## src/tpw_pkg.sv

```systemverilog
// Package for the timer based pulse width unit: register map, fields, reset values.
// Assumes a byte-wide register port with one-cycle read latency.
package tpw_pkg;
	localparam int NUM_CH = 2;
	// Register indices (byte addresses on the plain port)
	localparam logic [3:0] ADDR_PERIOD = 4'h0;
	localparam logic [3:0] ADDR_TBCTRL = 4'h1;
	localparam logic [3:0] ADDR_COUNT = 4'h2;
	localparam logic [3:0] ADDR_PINDIR = 4'h3;
	localparam logic [3:0] ADDR_CH_BASE = 4'h4;
	localparam logic [3:0] ADDR_CH_STRIDE = 4'h4;
	localparam logic [1:0] OFS_CTRL = 2'h0;
	localparam logic [1:0] OFS_DUTY_UP = 2'h1;
	localparam logic [1:0] OFS_DUTY_LO = 2'h2;
	// Channel control fields
	localparam int BIT_EN = 7;
	localparam int BIT_OE = 6;
	localparam int BIT_OUT = 5;
	localparam int BIT_POL = 4;
	// Timebase control fields
	localparam int BIT_TB_ON = 2;
	localparam int PS_LSB = 0;
	// Prescale select codes
	localparam logic [1:0] PS_1 = 2'h0;
	localparam logic [1:0] PS_4 = 2'h1;
	localparam logic [1:0] PS_16 = 2'h2;
	localparam logic [1:0] PS_64 = 2'h3;
	// Reset values
	localparam logic [7:0] RST_PERIOD = 8'hFF;
	localparam logic [7:0] RST_ZERO = 8'h00;
	localparam logic [NUM_CH-1:0] RST_PINDIR = {NUM_CH{1'b1}};
endpackage

```

## src/tpw_unit.sv

```systemverilog
// Timer based pulse width unit: shared 8-bit timebase, two channels, pin muxing.
// Assumes a synchronous register port and a sleep request from the system.
//
// Functional notes
// (RULE_01) Outputs go active when timebase count clears
// (RULE_02) Output inactive when 10-bit base equals duty
// (RULE_03) Duty at or above period: never inactive
// (RULE_04) Duty registers shadowed, reload at period match
// (RULE_05) Period match: clear count, set output, reload
// (RULE_06) Zero duty keeps output inactive at restart
// (RULE_07) Polarity bit inverts the channel output
// (RULE_08) Period is (period+1) times 4 times prescale
// (RULE_09) Shared period, independent duty per channel
// (RULE_10) Postscaler plays no part in timing
// (RULE_11) Two low bits from clock or prescaler
// (RULE_12) Duty writes allowed anytime, applied at reload
// (RULE_13) Software writes both duty halves before match
// (RULE_14) Pin driven only when enabled and output direction
// (RULE_15) Clearing output enable returns pin to latch
// (RULE_16) Duty above period leaves pin level unchanged
// (RULE_17) Resolution follows log2 of four times period
// (RULE_18) Sleep stops count and holds all state; here register writes still land and pins with output enable clear follow the latch in sleep
// (RULE_19) After wake count resumes from held value
// (RULE_20) Channel enable is control bit 7
// (RULE_21) Polarity select is control bit 4
// (RULE_22) Reset sets inputs and register reset values
// (RULE_23) Disabled channel holds output inactive
// (RULE_24) Output level readable in control bit 5
//
// Our own choices: the address map and the address-and-strobe port.
`timescale 1ns/1ps
`default_nettype none

module tpw_unit
	import tpw_pkg::*;
(
	// Clock and reset
	input wire logic clk,
	input wire logic rst,
	input wire logic ce,
	// Power state
	input wire logic sleep,
	// Register port
	input wire logic [3:0] reg_addr,
	input wire logic [7:0] reg_wdata,
	input wire logic reg_wr,
	input wire logic reg_rd,
	output logic [7:0] reg_rdata,
	// Port data latch values to share the pins
	input wire logic [NUM_CH-1:0] port_latch,
	// Pins
	output logic [NUM_CH-1:0] pin_out,
	output logic [NUM_CH-1:0] pin_oe
);

	////////////////////////////////////////////////////////////////////
	// Registers
	logic [7:0] period_register;
	logic [7:0] timebase_control;
	logic [7:0] timebase_count;
	logic [NUM_CH-1:0] pin_direction_bits;
	logic [7:0] duty_cycle_upper [NUM_CH];
	logic [1:0] duty_cycle_lower [NUM_CH];
	logic [NUM_CH-1:0] module_enable_bit;
	logic [NUM_CH-1:0] pin_output_enable;
	logic [NUM_CH-1:0] output_polarity_select;
	logic [9:0] duty_shadow [NUM_CH];
	logic [NUM_CH-1:0] pwm_level;
	logic [5:0] prescale_cnt;
	logic [1:0] sub_cnt;
	logic [7:0] next_rdata;
	logic run;
	logic step;
	logic sub_wrap;
	logic period_match;
	logic restart;
	logic [9:0] time_base;
	logic [9:0] next_time_base;
	logic [NUM_CH-1:0] shown_level;

	logic ch_hit;
	logic [1:0] ch_ofs;
	logic [0:0] ch_idx;
	assign ch_hit = (reg_addr >= ADDR_CH_BASE) && (reg_addr < ADDR_CH_BASE + 4'(NUM_CH) * ADDR_CH_STRIDE);
	assign ch_idx = 1'((reg_addr - ADDR_CH_BASE) >> 2);
	assign ch_ofs = reg_addr[1:0];

	// Clock enable low freezes everything, sleep only the timebase and modulator levels; no reinit on wake
	assign run = ce && !sleep && timebase_control[BIT_TB_ON]; // RULE_18 RULE_19

	////////////////////////////////////////////////////////////////////
	// Prescaler: one quarter-step every 1, 4, 16 or 64 clocks
	always_comb begin
		case (timebase_control[PS_LSB +: 2])
			PS_1: step = 1'b1; // RULE_11
			PS_4: step = (prescale_cnt[1:0] == 2'h3);
			PS_16: step = (prescale_cnt[3:0] == 4'hF);
			PS_64: step = (prescale_cnt == 6'h3F);
			default: step = 1'b1;
		endcase
	end

	always_ff @(posedge clk) begin
		if (rst) begin
			prescale_cnt <= 6'h00;
		end else if (run) begin
			prescale_cnt <= step ? 6'h00 : prescale_cnt + 6'h01;
		end
	end

	////////////////////////////////////////////////////////////////////
	// Timebase: two low bits below the 8-bit count; no postscaler used
	assign sub_wrap = step && (sub_cnt == 2'h3);
	assign period_match = (timebase_count == period_register);
	assign restart = run && sub_wrap && period_match; // RULE_05 RULE_08 RULE_10
	assign time_base = {timebase_count, sub_cnt}; // RULE_11 RULE_17
	// Clear on the step that enters the duty value, so width is duty times prescale
	assign next_time_base = time_base + 10'h001;

	always_ff @(posedge clk) begin
		if (rst) begin
			sub_cnt <= 2'h0;
		end else if (run && step) begin
			sub_cnt <= sub_cnt + 2'h1;
		end
	end

	always_ff @(posedge clk) begin
		if (rst) begin
			timebase_count <= RST_ZERO;
		end else if (ce && reg_wr && reg_addr == ADDR_COUNT) begin
			timebase_count <= reg_wdata;
		end else if (restart) begin
			timebase_count <= RST_ZERO; // RULE_05 RULE_08
		end else if (run && sub_wrap) begin
			timebase_count <= timebase_count + 8'h01;
		end
	end

	////////////////////////////////////////////////////////////////////
	// Shared registers
	always_ff @(posedge clk) begin
		if (rst) begin
			period_register <= RST_PERIOD; // RULE_22
			timebase_control <= RST_ZERO;
			pin_direction_bits <= RST_PINDIR; // RULE_22
		end else if (ce && reg_wr) begin
			if (reg_addr == ADDR_PERIOD)
				period_register <= reg_wdata;
			if (reg_addr == ADDR_TBCTRL)
				timebase_control <= reg_wdata & 8'h07;
			if (reg_addr == ADDR_PINDIR)
				pin_direction_bits <= reg_wdata[NUM_CH-1:0];
		end
	end

	////////////////////////////////////////////////////////////////////
	// Channels
	for (genvar i = 0; i < NUM_CH; i++) begin : g_ch
		logic wr_here;
		assign wr_here = ce && reg_wr && ch_hit && (ch_idx == 1'(i));

		always_ff @(posedge clk) begin
			if (rst) begin
				module_enable_bit[i] <= 1'b0;
				pin_output_enable[i] <= 1'b0;
				output_polarity_select[i] <= 1'b0;
				duty_cycle_upper[i] <= RST_ZERO;
				duty_cycle_lower[i] <= 2'h0;
			end else if (wr_here) begin
				// Duty writes only land in the staging registers
				case (ch_ofs)
					OFS_CTRL: begin
						module_enable_bit[i] <= reg_wdata[BIT_EN]; // RULE_20
						pin_output_enable[i] <= reg_wdata[BIT_OE];
						output_polarity_select[i] <= reg_wdata[BIT_POL]; // RULE_21
					end
					OFS_DUTY_UP: duty_cycle_upper[i] <= reg_wdata; // RULE_12
					OFS_DUTY_LO: duty_cycle_lower[i] <= reg_wdata[7:6]; // RULE_12
					default: ;
				endcase
			end
		end

		// Both halves latched together; a half-written pair is software's risk
		always_ff @(posedge clk) begin
			if (rst) begin
				duty_shadow[i] <= 10'h000;
			end else if (restart) begin
				duty_shadow[i] <= {duty_cycle_upper[i], duty_cycle_lower[i]}; // RULE_04 RULE_05 RULE_13
			end
		end

		always_ff @(posedge clk) begin
			if (rst) begin
				pwm_level[i] <= 1'b0;
			end else if (ce && !sleep && !module_enable_bit[i]) begin
				pwm_level[i] <= 1'b0; // RULE_23
			end else if (restart) begin
				// Zero duty never goes active; shared restart for all channels
				pwm_level[i] <= ({duty_cycle_upper[i], duty_cycle_lower[i]} != 10'h000); // RULE_01 RULE_06 RULE_09
			end else if (run && step && (next_time_base == duty_shadow[i])
					&& (duty_shadow[i][9:2] < period_register)) begin
				pwm_level[i] <= 1'b0; // RULE_02 RULE_03 RULE_16
			end
		end

		assign shown_level[i] = pwm_level[i] ^ output_polarity_select[i]; // RULE_07

		// Pin mux: modulator only while enabled and direction is output
		always_ff @(posedge clk) begin
			if (rst) begin
				pin_oe[i] <= 1'b0; // RULE_22
				pin_out[i] <= 1'b0;
			end else if (ce) begin
				pin_oe[i] <= !pin_direction_bits[i]; // RULE_14
				pin_out[i] <= pin_output_enable[i] ? shown_level[i] : port_latch[i]; // RULE_14 RULE_15
			end
		end
	end

	////////////////////////////////////////////////////////////////////
	// Read path, one cycle latency; unmapped reads return zero
	always_comb begin
		next_rdata = 8'h00;
		if (ch_hit) begin
			case (ch_ofs)
				OFS_CTRL: begin
					next_rdata[BIT_EN] = module_enable_bit[ch_idx];
					next_rdata[BIT_OE] = pin_output_enable[ch_idx];
					next_rdata[BIT_OUT] = shown_level[ch_idx]; // RULE_24
					next_rdata[BIT_POL] = output_polarity_select[ch_idx];
				end
				OFS_DUTY_UP: next_rdata = duty_cycle_upper[ch_idx];
				OFS_DUTY_LO: next_rdata = {duty_cycle_lower[ch_idx], 6'h00};
				default: next_rdata = 8'h00;
			endcase
		end else begin
			case (reg_addr)
				ADDR_PERIOD: next_rdata = period_register;
				ADDR_TBCTRL: next_rdata = timebase_control;
				ADDR_COUNT: next_rdata = timebase_count;
				ADDR_PINDIR: next_rdata = {{(8-NUM_CH){1'b0}}, pin_direction_bits};
				default: next_rdata = 8'h00;
			endcase
		end
	end

	always_ff @(posedge clk) begin
		if (rst) begin
			reg_rdata <= 8'h00;
		end else if (ce) begin
			reg_rdata <= reg_rd ? next_rdata : 8'h00;
		end
	end

endmodule // tpw_unit

`default_nettype wire

```

## config.mk

```make
export PLATFORM = sky130hd
export DESIGN_NAME = tpw_unit
export DESIGN_NICKNAME = d
export VERILOG_FILES = /design/src/tpw_pkg.sv /design/src/tpw_unit.sv
export SDC_FILE = /design/constraint.sdc
export NUM_CORES = 1
export LEC_CHECK = 0
export ABC_AREA = 1
export BUFFER_PORTS_ARGS = -buffer_cell sky130_fd_sc_hd__buf_2
export CAP_MARGIN = 5
export CELL_PAD_IN_SITES_DETAIL_PLACEMENT = 1
export CELL_PAD_IN_SITES_GLOBAL_PLACEMENT = 1
export CORE_ASPECT_RATIO = 1.25
export CORE_MARGIN = 1
export CORE_UTILIZATION = 40
export DETAILED_ROUTE_END_ITERATION = 7
export PLACE_DENSITY = 0.79
export SETUP_SLACK_MARGIN = 0.15
export SLEW_MARGIN = 20
export SYNTH_ARGS = -nofsm -noshare
export SYNTH_HDL_FRONTEND = slang
export SYNTH_SLANG_ARGS = --single-unit
```

## constraint.sdc

```tcl
create_clock -name clk -period 3.5 [get_ports clk]
set_input_delay 0.7 -clock clk [delete_from_list [all_inputs] [get_ports clk]]
set_output_delay 0.7 -clock clk [all_outputs]
set_load 0.02 [all_outputs]
```

=== Word-level counts from Yosys, hierarchy flattened ===
Memory sizes are Yosys's and may differ from the RTL's.
Cells that the tools add are included.

* Bitwise gates (word level): 9
* Magnitude comparators: 5
* Reduce and logical (&&, ||, !) cells: 38
* Mux-type cells: 49
* $add $sub $neg: 5
* Equality and inequality tests: 15

{| class="wikitable"
|+ Operator list
! kind !! number
|-
| 2-to-1 mux 8 bit || 7
|-
| 2-to-1 mux 1 bit || 33
|-
| one-hot mux 8 bit (4 select lines) || 1
|-
| == test 10 bit || 2
|-
| 2-to-1 mux 10 bit || 2
|-
| nonzero test 10 bit || 2
|-
| logical AND 1 bit || 18
|-
| < comparator 8 bit || 2
|-
| one-hot mux 4 bit (3 select lines) || 1
|-
| adder 10 x 1 -> 10 bit, second input constant || 1
|-
| == test 2 bit, second input constant || 5
|-
| AND reduction 2 bit || 5
|-
| adder 8 x 1 -> 8 bit, second input constant || 1
|-
| == test 4 x 2 -> 1 bit, second input constant || 2
|-
| == test 8 bit || 1
|-
| adder 6 x 1 -> 6 bit, second input constant || 1
|-
| == test 6 bit, second input constant || 1
|-
| 2-to-1 mux 6 bit || 1
|-
| bitwise OR 1 bit || 6
|-
| logical NOT 1 bit || 5
|-
| == test 2 x 1 -> 1 bit, second input constant || 2
|-
| == test 4 x 1 -> 1 bit, second input constant || 1
|-
| == test 4 bit, second input constant || 1
|-
| greater-or-equal comparator 4 x 3 -> 1 bit, second input constant || 1
|-
| 14 further kinds || 19
|}

* Bits in registers: 49
* Output and inout port bits: 12
* Input port bits: 20
* Memories: 3
* Memory bits (writable): 40
* Word-level logic and storage cells: 143

{| class="wikitable"
|+ Memories
! memory !! words !! width !! rd ports !! clocked after memory_dff !! write ports !! line !! RTL
|-
| duty_shadow || 2 || 10 || 2 || 0 || 2 || tpw_unit.sv:67 || <nowiki>logic [9:0] duty_shadow [NUM_CH];</nowiki>
|-
| duty_cycle_upper || 2 || 8 || 3 || 0 || 2 || tpw_unit.sv:62 || <nowiki>logic [7:0] duty_cycle_upper [NUM_CH];</nowiki>
|-
| duty_cycle_lower || 2 || 2 || 3 || 0 || 2 || tpw_unit.sv:63 || <nowiki>logic [1:0] duty_cycle_lower [NUM_CH];</nowiki>
|}

=== Longest topological paths before layout ===
Gate-level depths: netlist of the first run.

* Depth after elaboration: 9
* Gate-level depth with buffers: 12
* Depth with buffers taken out: 12

=== Worst setup path before layout of the first run ===
No wires, ideal clock.

* Path type: input port to flip-flop
* Start: input reg_addr[2]
* End: memory duty_cycle_upper[0][0], enable pin
* Required time: 3.116 ns
* Stages on the path: 7
* Setup slack: 0.758 ns
* Arrival: 2.358 ns
* Library setup time: 0.384 ns
* Buffers on the path: 1
* Cells stage by stage: inv_1 clkbuf_1 ha_1 inv_1 nor2_1 nand2_1 o21ai_0

{| class="wikitable"
|+ RTL lines
! item !! line !! RTL
|-
| from (decl) || tpw_unit.sv:44 || <nowiki>input wire logic [3:0] reg_addr,</nowiki>
|-
| to (decl) || tpw_unit.sv:62 ||
|}

=== Worst setup path after layout of the first run ===
* Start: input reg_addr[2]
* End: register output_polarity_select[1]

* Word-level cells in the longest chain between the ends: 5
* Elaborated cells between the ends (all ways): 7
* Those cells by class: add/sub (1); order compare (2); reduce/logical (4)

{| class="wikitable"
|+ Ends and longest elaborated chain
! item !! line !! RTL
|-
| greater-or-equal comparator 4 x 3 -> 1 bit or < comparator 4 bit (tied branches) || tpw_unit.sv:84 || <nowiki>assign ch_hit = (reg_addr >= ADDR_CH_BASE) && (reg_addr < ADDR_CH_BASE + 4'(NUM_CH) * ADDR_CH_STRIDE);</nowiki>
|-
| logical AND 1 bit || tpw_unit.sv:84 ||
|-
| logical AND 1 bit || tpw_unit.sv:161 || <nowiki>assign wr_here = ce && reg_wr && ch_hit && (ch_idx == 1'(i));</nowiki>
|-
| logical AND 1 bit (*) || tpw_unit.sv:161 ||
|-
| AND reduction 2 bit (no line) (*) || -- ||
|-
| to (signal, indexed assignment) || tpw_unit.sv:176 || <nowiki>output_polarity_select[i] <= reg_wdata[BIT_POL];</nowiki>
|-
| to (decl) || tpw_unit.sv:66 || <nowiki>logic [NUM_CH-1:0] output_polarity_select;</nowiki>
|}

Every way passes the cells marked *; elsewhere a longest branch is shown, timed or not.
A chain may end at the register's enable or synchronous reset.

==> results of run 1 <==
## cell type report
class / instances / area [um^2]
clock buffers: 14 / 265
clock inverters: 2 / 60.1
fillers: 1556 / 6490
inverters: 99 / 372
multi-input cells: 478 / 2450
flip-flops and latches: 89 / 2180
well taps: 164 / 205
repair buffers: 37 / 200
## power breakdown
| group | total [uW] | switching (uW) | internal, uW |
|---|---|---|---|
| logic | 209 | 147 | 61.9 |
| clock network | 1070 | 397 | 671 |
| registers | 1150 | 27.5 | 1120 |
| total | 2420 | 572 | 1850 |
## kinds of logic (layout without fill, tap and decap cells)
group / count (synthesis) / after routing / synth area share, %
AND/OR/NAND/NOR: 314 / 314 / 26.9
buffers and inverters: 114 / 152 / 8.58
flip-flops: 89 / 89 / 43.1
adder cells (fa/ha/maj): 19 / 19 / 4.70
AO/OA/AOI/OAI: 129 / 129 / 14.0
multiplexers: 1 / 1 / 0.198
XOR/XNOR: 15 / 15 / 2.60
## sequential cells by signal (all words and copies together) (netlist names), 3 cells and up
name,cells
duty_cycle_lower,4
prescale_cnt,6
timebase_control,3
reg_rdata,8
timebase_count,8
duty_shadow,20
period_register,8
duty_cycle_upper,16
## metrics by stage
step / util [%] / instances / instance area (um^2)
finish: 46.9 / 883 / 5730
global route: 46.9 / 883 / 5730
CTS: 46.9 / 883 / 5730
global placement: 44.2 / 867 / 5410
floorplan: - / 681 / 5060
detailed placement: 44.2 / 867 / 5410
## layout by cell type, fill, tap and decap left out, types with 6 or more instances in the layout
master	instances
a21oi_1	52
a31oi_1	6
buf_2	31
buf_4	6
clkbuf_16	10
dfxtp_1	49
edfxtp_1	40
ha_1	19
inv_1	97
nand2_1	149
nand3_1	42
nand3b_1	7
nand4_1	12
nor2_1	90
o21ai_0	53
xor2_1	11
## final timing paths
check,endpoint,start,slack (ns)
max,output_polarity_select[1]$_SDFFE_PP0P_,reg_addr[2],0.72
min,pin_oe[1]$_SDFFE_PP0P_,pin_direction_bits[1]$_SDFFE_PP1P_,0.47
max reg2reg,duty_shadow[1][3]$_SDFFCE_PN0P_,prescale_cnt[0]$_SDFFE_PP0P_,1.11
min reg2reg,pin_oe[1]$_SDFFE_PP0P_,pin_direction_bits[1]$_SDFFE_PP1P_,0.47
## metal layers
| layer | wire (um) | GRT usage, % | part of all wire, % | vias up |
|---|---|---|---|---|
| met4 | 1010 | 16.4 | 5.8 | 0 |
| met1 | 6730 | 31.2 | 39 | 2386 |
| met5 | 0 | 0 | 0 | - |
| li1 | - | - | - | 2315 |
| met2 | 8830 | 49.8 | 51 | 132 |
| met3 | 659 | 4.36 | 3.8 | 56 |
==> out/qor.json, run 1 <==
{
  "floorplan": {
    "ioPinCount": 32,
    "die-width_um": 103,
    "chipHeight_um": 128,
    "die_area_mm2": 0.0131,
    "rows": 45,
    "start_util_pct": 41.4,
    "fp.coreArea_mm2": 0.0122
  },
  "grt": {
    "grt-ovfl-total": 0,
    "wire_length_of_the_first_global_routing_pass_mm": 27.0,
    "grt_max_degree": 25,
    "grt_util_all_layers_pct": 28.1,
    "via_count_of_the_first_global_routing_pass": 5133,
    "initial_antenna_violation_count": 0
  },
  "timing": {
    "setup-violations-final": 0,
    "crit_path_time_final_ns": 2.78,
    "postLayoutSetupSlackWorst_ns": 0.721,
    "hold-worst-slack_ns": 0.471,
    "worst_pin_slew_ns": 0.850,
    "max_slew_margin_pct": 43.1,
    "slew_viol_final": 0,
    "fmax_mhz": 360,
    "post_route_skew_ns": 0.0112,
    "rsz0062_at_grt": "no",
    "final_period_utilization_pct": 79.4,
    "final_setup_tns_ns": 0,
    "hold_viol": 0
  },
  "cts": {
    "clk_transition_reported_paths_ns": 0.07,
    "tritoncts.num_buffers": 9,
    "cts_hold_repair.buffers": 0,
    "clock_network_latency_to_the_later_pin_of_the_worst_skew_pair_ns": 0.34,
    "clock-root-buffer": "clkbuf_16",
    "cts_max_path_buffers": 2,
    "cts_resized": 0,
    "cts_setup_buffers": 0,
    "cts_sink_cnt": 89,
    "h-tree-depth": 3,
    "cts_tree": "yes"
  },
  "logic_synthesis": {
    "post-synth-top-count-cell": "nand2_1",
    "syn-instance-count": 681,
    "largest_cells_by_area_after_synthesis": "edfxtp_1 (24%), dfxtp_1 (19%), nand2_1 (11%)",
    "synth_enable_flop_cells": 40,
    "yosys.area.top_type": "edfxtp_1",
    "synth_async_sr_flop_share_pct": 0,
    "synth-seq-cells": 89,
    "ys_types": 35,
    "synth_largest_type_area_fraction_pct": 23.7,
    "synth.top_cells.by_count": "nand2_1 (149), inv_1 (97), nor2_1 (90), o21ai_0 (53), a21oi_1 (52)",
    "number_of_warnings_printed_during_yosys_synthesis": 0,
    "yosys_most_used_dff": "dfxtp_1",
    "syn_avg_cell_area_um2": 7.43,
    "synth_nets": 720,
    "synth.cell_area_mm2": 0.00506,
    "synth.yosys.seq_area_share_pct": 43.1
  },
  "run": {
    "max_cap_violations": 0
  },
  "placement": {
    "routabilityCongestion": 0.951,
    "io_buffers": 31,
    "hpwl_mm": 13.6,
    "placement.setup.worst_slack_ns": 0.434
  },
  "power_and_ir_drop": {
    "finalPower_uw": 2420,
    "ir_worst_vdd_v": 0.000276,
    "power.leakage_uw": 0.00256,
    "power_density_mw_per_mm2": 423
  },
  "worst_setup_path": {
    "critical_path.cell_chain": "buf_2 -> inv_1 -> ha_1 -> inv_1 -> nor2_1 -> nand2_1 -> nor2_1 -> o21ai_0 -> a21oi_1",
    "path_depth": 9,
    "critical_path_class": "in -> reg",
    "worstSetupEndpointType": "flip-flop",
    "critPathMaxFanout": 21,
    "startpoint_type": "input port",
    "critical_path.n_buffers_inverters": 3,
    "cp.required_ns": 3.76,
    "critical_path_arrival_ns": 3.04,
    "critical-path-max-stage-delay_ns": 0.47,
    "ff2ff_path_depth": 9,
    "crit_slowest_cell": "ha_1",
    "critical-path-top-delay-family": "simple AND/OR/NAND/NOR gates"
  },
  "cells_and_area": {
    "design.final.nets": 753,
    "n_antenna_cell": 0,
    "drive_above_1_share_pct": 8.62,
    "syn2layout_area_growth_pct": 13.2
  },
  "routing": {
    "route.final.wire_length_mm": 17.2,
    "detailroute.via_count": 4889,
    "wl_per_cell_um": 19.5,
    "drt_iter0_drc": 328,
    "route.antenna.remaining_nets": 0,
    "vias_per_cell": 5.54,
    "drt_pre_antenna_iters": 5,
    "post-route-drc-count": 0
  },
  "min_path": {
    "whs_path_depth": 1,
    "timing.hold.worst.class": "reg -> reg"
  },
  "outcome": {
    "outcome": "complete, no violations"
  }
}
(Power assumes the default switching activity.)
==> inputs of run 2 (changes only) <==
--- a/config.mk
+++ b/config.mk
@@ -5,7 +5,7 @@
 export SDC_FILE = /design/constraint.sdc
 export NUM_CORES = 1
 export LEC_CHECK = 0
-export ABC_AREA = 1
+export ABC_AREA = 0
 export BUFFER_PORTS_ARGS = -buffer_cell sky130_fd_sc_hd__buf_2
 export CAP_MARGIN = 5
 export CELL_PAD_IN_SITES_DETAIL_PLACEMENT = 1
@@ -14,7 +14,7 @@
 export CORE_MARGIN = 1
 export CORE_UTILIZATION = 40
 export DETAILED_ROUTE_END_ITERATION = 7
-export PLACE_DENSITY = 0.79
+export PLACE_DENSITY = 0.76
 export SETUP_SLACK_MARGIN = 0.15
 export SLEW_MARGIN = 20
 export SYNTH_ARGS = -nofsm -noshare
==> constraint.sdc (replaced) <==
create_clock -name clk -period 2.9 [get_ports clk]
set_input_delay 0.58 -clock clk [delete_from_list [all_inputs] [get_ports clk]]
set_output_delay 0.58 -clock clk [all_outputs]
set_load 0.02 [all_outputs]
==> run 2 against run 1 <==
  * Setup slack worse by 0.22 ns
  * Non-clock buffer count is 11 higher
  * Clock skew hardly changed
  * Critical endpoint is now pwm_level[0]$_SDFFE_PP0P_
  * Largest cell class unchanged
  * Largest power group unchanged
==> out/qor.json, run 2 <==
{
  "timing": {
    "worst_pin_slew_ns": 0.663,
    "setup-violations-final": 0,
    "slew_viol_final": 0,
    "rsz0062_at_grt": "no",
    "crit_path_time_final_ns": 2.40,
    "post_route_skew_ns": 0.0112,
    "max_slew_margin_pct": 55.8,
    "final_period_utilization_pct": 82.6,
    "final_setup_tns_ns": 0,
    "hold_viol": 0,
    "fmax_mhz": 418
  },
  "routing": {
    "wl_per_cell_um": 21.2,
    "post-route-drc-count": 0,
    "drt_pre_antenna_iters": 5,
    "detailroute.via_count": 4210,
    "drt_iter0_drc": 245,
    "vias_per_cell": 5.79,
    "route.final.wire_length_mm": 15.4,
    "route.antenna.remaining_nets": 0
  },
  "worst_setup_path": {
    "critical_path_arrival_ns": 2.61,
    "critical_path_class": "reg -> reg",
    "ff2ff_path_depth": 8,
    "startpoint_type": "flip-flop",
    "critPathMaxFanout": 7,
    "cp.required_ns": 3.11,
    "worstSetupEndpointType": "flip-flop",
    "critical_path.cell_chain": "buf_4 -> ha_1 -> xnor2_1 -> xor2_1 -> nand4_1 -> a2111oi_0 -> and4_1 -> o22ai_1",
    "crit_slowest_cell": "xnor2_1",
    "critical-path-max-stage-delay_ns": 0.43
  },
  "logic_synthesis": {
    "post-synth-top-count-cell": "nor2_1",
    "ys_types": 64,
    "yosys_most_used_dff": "dfxtp_1",
    "synth_enable_flop_cells": 40,
    "synth-seq-cells": 89,
    "yosys.area.top_type": "edfxtp_1",
    "synth_async_sr_flop_share_pct": 0,
    "synth.yosys.seq_area_share_pct": 43.0,
    "syn_avg_cell_area_um2": 9.54,
    "synth.cell_area_mm2": 0.00507,
    "largest_cells_by_area_after_synthesis": "edfxtp_1 (24%), dfxtp_1 (19%), nor2_1 (5.2%)",
    "synth_largest_type_area_fraction_pct": 23.7,
    "number_of_warnings_printed_during_yosys_synthesis": 0,
    "synth.top_cells.by_count": "nor2_1 (70), dfxtp_1 (49), edfxtp_1 (40), and2_1 (35), xnor2_1 (24)",
    "syn-instance-count": 532,
    "synth_nets": 571
  },
  "grt": {
    "grt-ovfl-total": 0,
    "via_count_of_the_first_global_routing_pass": 4462,
    "grt_max_degree": 34,
    "initial_antenna_violation_count": 0,
    "grt_util_all_layers_pct": 25.4,
    "wire_length_of_the_first_global_routing_pass_mm": 24.7
  },
  "cells_and_area": {
    "drive_above_1_share_pct": 14.2,
    "design.final.nets": 597,
    "largest_reg_flops": 20,
    "syn2layout_area_growth_pct": 12.9,
    "most_frequent_cells_in_the_layout": "nor2_1 (70), dfxtp_1 (49), edfxtp_1 (40), and2_1 (35), buf_2 (31)",
    "n_antenna_cell": 0,
    "largest-register": "duty_shadow",
    "layout.cells.most_common": "nor2_1",
    "final_area_mm2": 0.00573,
    "layout_top_registers": "duty_shadow: 20 flops, duty_cycle_upper: 16 flops",
    "final_util_pct": 46.7
  },
  "cts": {
    "tritoncts.num_buffers": 9,
    "cts_tree": "yes",
    "cts_resized": 0,
    "clock_network_latency_to_the_later_pin_of_the_worst_skew_pair_ns": 0.35,
    "h-tree-depth": 3,
    "cts_max_path_buffers": 2,
    "clock-root-buffer": "clkbuf_16",
    "cts_setup_buffers": 0,
    "cts_hold_repair.buffers": 0,
    "cts_sink_cnt": 89,
    "clk_transition_reported_paths_ns": 0.07
  },
  "floorplan": {
    "fp.coreArea_mm2": 0.0123,
    "die-width_um": 103,
    "ioPinCount": 32,
    "rows": 45,
    "start_util_pct": 41.3,
    "chipHeight_um": 128,
    "die_area_mm2": 0.0131
  },
  "power_and_ir_drop": {
    "power_density_mw_per_mm2": 496,
    "ir_worst_vdd_v": 0.000328,
    "power.leakage_uw": 0.00227
  },
  "placement": {
    "hpwl_mm": 11.8,
    "postPlaceCellArea_mm2": 0.00542,
    "routabilityCongestion": 0.904,
    "io_buffers": 31
  },
  "min_path": {
    "whs_path_depth": 2,
    "timing.hold.worst.class": "reg -> reg"
  },
  "run": {
    "max_cap_violations": 0
  },
  "outcome": {
    "outcome": "complete, no violations"
  }
}
[run 2: path summary, 6_finish.rpt]
path                                         startpoint                   endpoint  slack, ns
worst max register to register  sub_cnt[0]$_SDFFE_PP0P_  pwm_level[0]$_SDFFE_PP0P_       0.50
worst min-delay path             pin_oe[1]$_SDFFE_PP0P_     pin_oe[1]$_SDFFE_PP0P_       0.49
worst max-delay path            sub_cnt[0]$_SDFFE_PP0P_  pwm_level[0]$_SDFFE_PP0P_       0.50
worst min register to register   pin_oe[1]$_SDFFE_PP0P_     pin_oe[1]$_SDFFE_PP0P_       0.49
[run 2: power breakdown]
group | internal, uW | leakage, uW | switching (uW)
registers | 1350 | 0.000777 | 41.8
clock network | 685 | 0.000153 | 529
logic | 91.8 | 0.00134 | 146
[run 2: cells by family after synthesis]
kind of cell | synth area share (%)
buf+inv | 4.46
xor+xnor | 6.31
flops | 43.0
mux | 6.63
compound gates | 13.5
simple gates | 21.5
fa+ha+maj | 4.68
[run 2: area by class of cell]
type,count,area [um^2]
fillers,1425,6540
multi-input cells,388,2670
flip-flops and latches,89,2180
repair buffers,48,283
clock buffers,9,225
well taps,164,205
inverters,22,82.6
clock inverters,7,81.3
[run 2: routing by layer]
metal  routed length [um]  global-route usage [%]  up-vias
met5                    0                       0        -
met4                  802                    14.4        0
met3                  533                    3.11       50
met2                 7890                    44.4      136
met1                 6190                    29.6     2061
li1                     -                       -     1963
[run 2: worst max-delay path: cells and delay by family, from the launching register on]
kind                       cells  cell delay [ns]
adders and majority gates      1             0.23
AOI/OAI and AO/OA              2             0.42
DFF                            1             0.33
buffers and inverters          1             0.18
xor gates and xnor gates       2             0.62
and+or+nand+nor                2             0.48
[run 2: stage by stage]
step	worst slack (ns)	std cells	power, uW	hold slack, ns
after floorplan	0.617	532	1550	0.425
after global placement	0.458	711	1640	0.475
after detailed placement	0.405	711	1650	0.488
after CTS	0.534	727	2850	0.495
after global routing	0.375	727	2910	0.528
final	0.505	727	2840	0.488
==> inputs of run 3 (changes only) <==
--- a/config.mk
+++ b/config.mk
@@ -5,7 +5,7 @@
 export SDC_FILE = /design/constraint.sdc
 export NUM_CORES = 1
 export LEC_CHECK = 0
-export ABC_AREA = 0
+export ABC_AREA = 1
 export BUFFER_PORTS_ARGS = -buffer_cell sky130_fd_sc_hd__buf_2
 export CAP_MARGIN = 5
 export CELL_PAD_IN_SITES_DETAIL_PLACEMENT = 1
@@ -14,7 +14,7 @@
 export CORE_MARGIN = 1
 export CORE_UTILIZATION = 40
 export DETAILED_ROUTE_END_ITERATION = 7
-export PLACE_DENSITY = 0.76
+export PLACE_DENSITY = 0.82
 export SETUP_SLACK_MARGIN = 0.15
 export SLEW_MARGIN = 20
 export SYNTH_ARGS = -nofsm -noshare
==> constraint.sdc (replaced) <==
create_clock -name clk -period 1.95 [get_ports clk]
set_input_delay 0.39 -clock clk [delete_from_list [all_inputs] [get_ports clk]]
set_output_delay 0.39 -clock clk [all_outputs]
set_load 0.02 [all_outputs]
==> run 3 against run 2 <==
  * Clock-buffer cell count rose by 1
  * Critical path depth increased by 2
  * Sequential share of layout area down 3.8 points
  * Setup slack got worse by 0.46 ns
  * Die area down 0.24%
  * Global-route usage increased by 4.7 points
  * Largest power group unchanged
==> out/qor.json, run 3 (synthesized netlist as in run 1, its figures left out) <==
{
  "power_and_ir_drop": {
    "power.leakage_uw": 0.00279,
    "switching_share_pct": 26.2,
    "comb_power_share_pct": 10.1,
    "clockPowerShare_pct": 42.9,
    "sequentialPowerShare_pct": 47.0,
    "p_int_uw": 3230,
    "power_density_mw_per_mm2": 678,
    "finalPower_uw": 4380,
    "ir_worst_vdd_v": 0.000523,
    "power.switching_uw": 1150
  },
  "worst_setup_path": {
    "critical_path_class": "reg -> reg",
    "critical_path_arrival_ns": 2.18,
    "ff2ff_path_depth": 10,
    "cp.required_ns": 2.22,
    "r2r_start": "prescale_cnt[0]$_SDFFE_PP0P_",
    "critPathMaxFanout": 4,
    "startpoint_type": "flip-flop",
    "worstSetupEndpointType": "flip-flop",
    "critPathLaunch": "prescale_cnt[0]$_SDFFE_PP0P_"
  },
  "cts": {
    "clock_network_latency_to_the_later_pin_of_the_worst_skew_pair_ns": 0.36,
    "cts_tree": "yes",
    "clk_transition_reported_paths_ns": 0.07,
    "h-tree-depth": 3,
    "tritoncts.num_buffers": 9,
    "cts_sink_cnt": 89,
    "cts_max_path_buffers": 2,
    "clock-root-buffer": "clkbuf_16",
    "cts_hold_repair.buffers": 0
  },
  "timing": {
    "fmax_mhz": 524,
    "post_route_skew_ns": 0.00964,
    "setup-violations-final": 0,
    "postLayoutSetupSlackWorst_ns": 0.0427,
    "hold-worst-slack_ns": 0.300,
    "final_period_utilization_pct": 97.8,
    "max_slew_margin_pct": 49.4,
    "crit_path_time_final_ns": 1.91,
    "rsz0062_at_grt": "yes",
    "slew_viol_final": 0,
    "worst_pin_slew_ns": 0.758,
    "hold_viol": 0
  },
  "floorplan": {
    "die_area_mm2": 0.0131,
    "die-width_um": 103,
    "chipHeight_um": 128,
    "start_util_pct": 41.4,
    "ioPinCount": 32,
    "rows": 45,
    "fp.coreArea_mm2": 0.0122
  },
  "outcome": {
    "outcome": "complete, no violations"
  },
  "grt": {
    "initial_antenna_violation_count": 0,
    "wire_length_of_the_first_global_routing_pass_mm": 29.0,
    "grt_max_degree": 24,
    "via_count_of_the_first_global_routing_pass": 5519,
    "grt_util_all_layers_pct": 30.1,
    "grt-ovfl-total": 0
  },
  "routing": {
    "route.final.wire_length_mm": 20.2,
    "detailroute.via_count": 5306,
    "drt_iter0_drc": 412,
    "vias_per_cell": 5.74,
    "drt_pre_antenna_iters": 5,
    "post-route-drc-count": 0,
    "wl_per_cell_um": 21.8,
    "route.antenna.remaining_nets": 0
  },
  "cells_and_area": {
    "design.final.nets": 795,
    "n_antenna_cell": 0,
    "layout_top_registers": "duty_shadow: 20 flops, duty_cycle_upper: 16 flops",
    "drive_above_1_share_pct": 23.9,
    "largest_reg_flops": 20,
    "final_util_pct": 52.8,
    "largest-register": "duty_shadow",
    "syn2layout_area_growth_pct": 27.4,
    "layout.cells.most_common": "nand2_1",
    "most_frequent_cells_in_the_layout": "nand2_1 (134), inv_1 (89), nor2_1 (64), o21ai_0 (49), a21oi_1 (49)"
  },
  "placement": {
    "hpwl_mm": 14.0,
    "placement.setup.worst_slack_ns": -0.0504,
    "io_buffers": 31,
    "routabilityCongestion": 0.902
  },
  "min_path": {
    "holdCritStartpoint": "reg_wdata[2]",
    "timing.hold.worst.class": "in -> reg",
    "whs_path_depth": 3
  },
  "run": {
    "max_cap_violations": 0
  }
}
run 3: final timing paths:
check                                                       end  slack (ns)
worst max-delay path             timebase_count[3]$_SDFFE_PP0P_        0.04
worst min-delay path            period_register[2]$_SDFFE_PP1P_        0.30
worst min register to register        reg_rdata[5]$_SDFFE_PP0P_        0.47
worst max register to register   timebase_count[3]$_SDFFE_PP0P_        0.04
run 3: through the flow:
step	TNS (ns)	cell area [um^2]	cells
after floorplan	0	5120	681
after global routing	0	6450	925
after CTS	0	6170	913
after detailed placement	-0.168	5640	892
after global placement	0	5640	892
final	0	6450	925
run 3: cell type report:
type                       instances  area (um^2)
clock inverter                     6         71.3
fill                            1537         5770
multi-input combinational        479         2790
sequential                        89         2210
clock buffer                      10          250
timing repair buffer              78          538
inverter                          99          382
tap                              164          205
run 3: layer usage:
layer  track usage [%]  up-vias  part of all wire, %  wire length [um]
li1                  -     2404                    -                 -
met1              32.2     2565                   36              7260
met2              52.7      232                   51             10200
met3              4.69      105                  5.2              1040
met4              22.0        0                  8.3              1670
met5                 0        -                    0                 0
run 3: timing repair:
item / in CTS / in global routing
gates cloned: 2 / 0
setup endpoints to repair: 49 / 50
pin swaps: 9 / 20
setup buffers: 3 / 12
gates resized for setup: 48 / 57
run 3: worst max-delay path, stage by stage, from the launching register on:
cell	delay [ns]
dfxtp_4	0.35
ha_4	0.17
buf_4	0.14
a21oi_4	0.18
nor2_4	0.08
nand2_4	0.11
buf_4	0.15
nand2_4	0.07
o22ai_1	0.23
inv_1	0.12
a21oi_1	0.22
run 3: power groups by stage:
stage | Clock, uW | Combinational, uW | Sequential (uW)
3_5_place_dp | 0 | 396 | 2100
5_1_grt | 1950 | 473 | 2060
2_1_floorplan | 0 | 225 | 2090
3_3_place_gp | 0 | 374 | 2100
6_report | 1880 | 441 | 2060
4_1_cts | 1870 | 413 | 2060
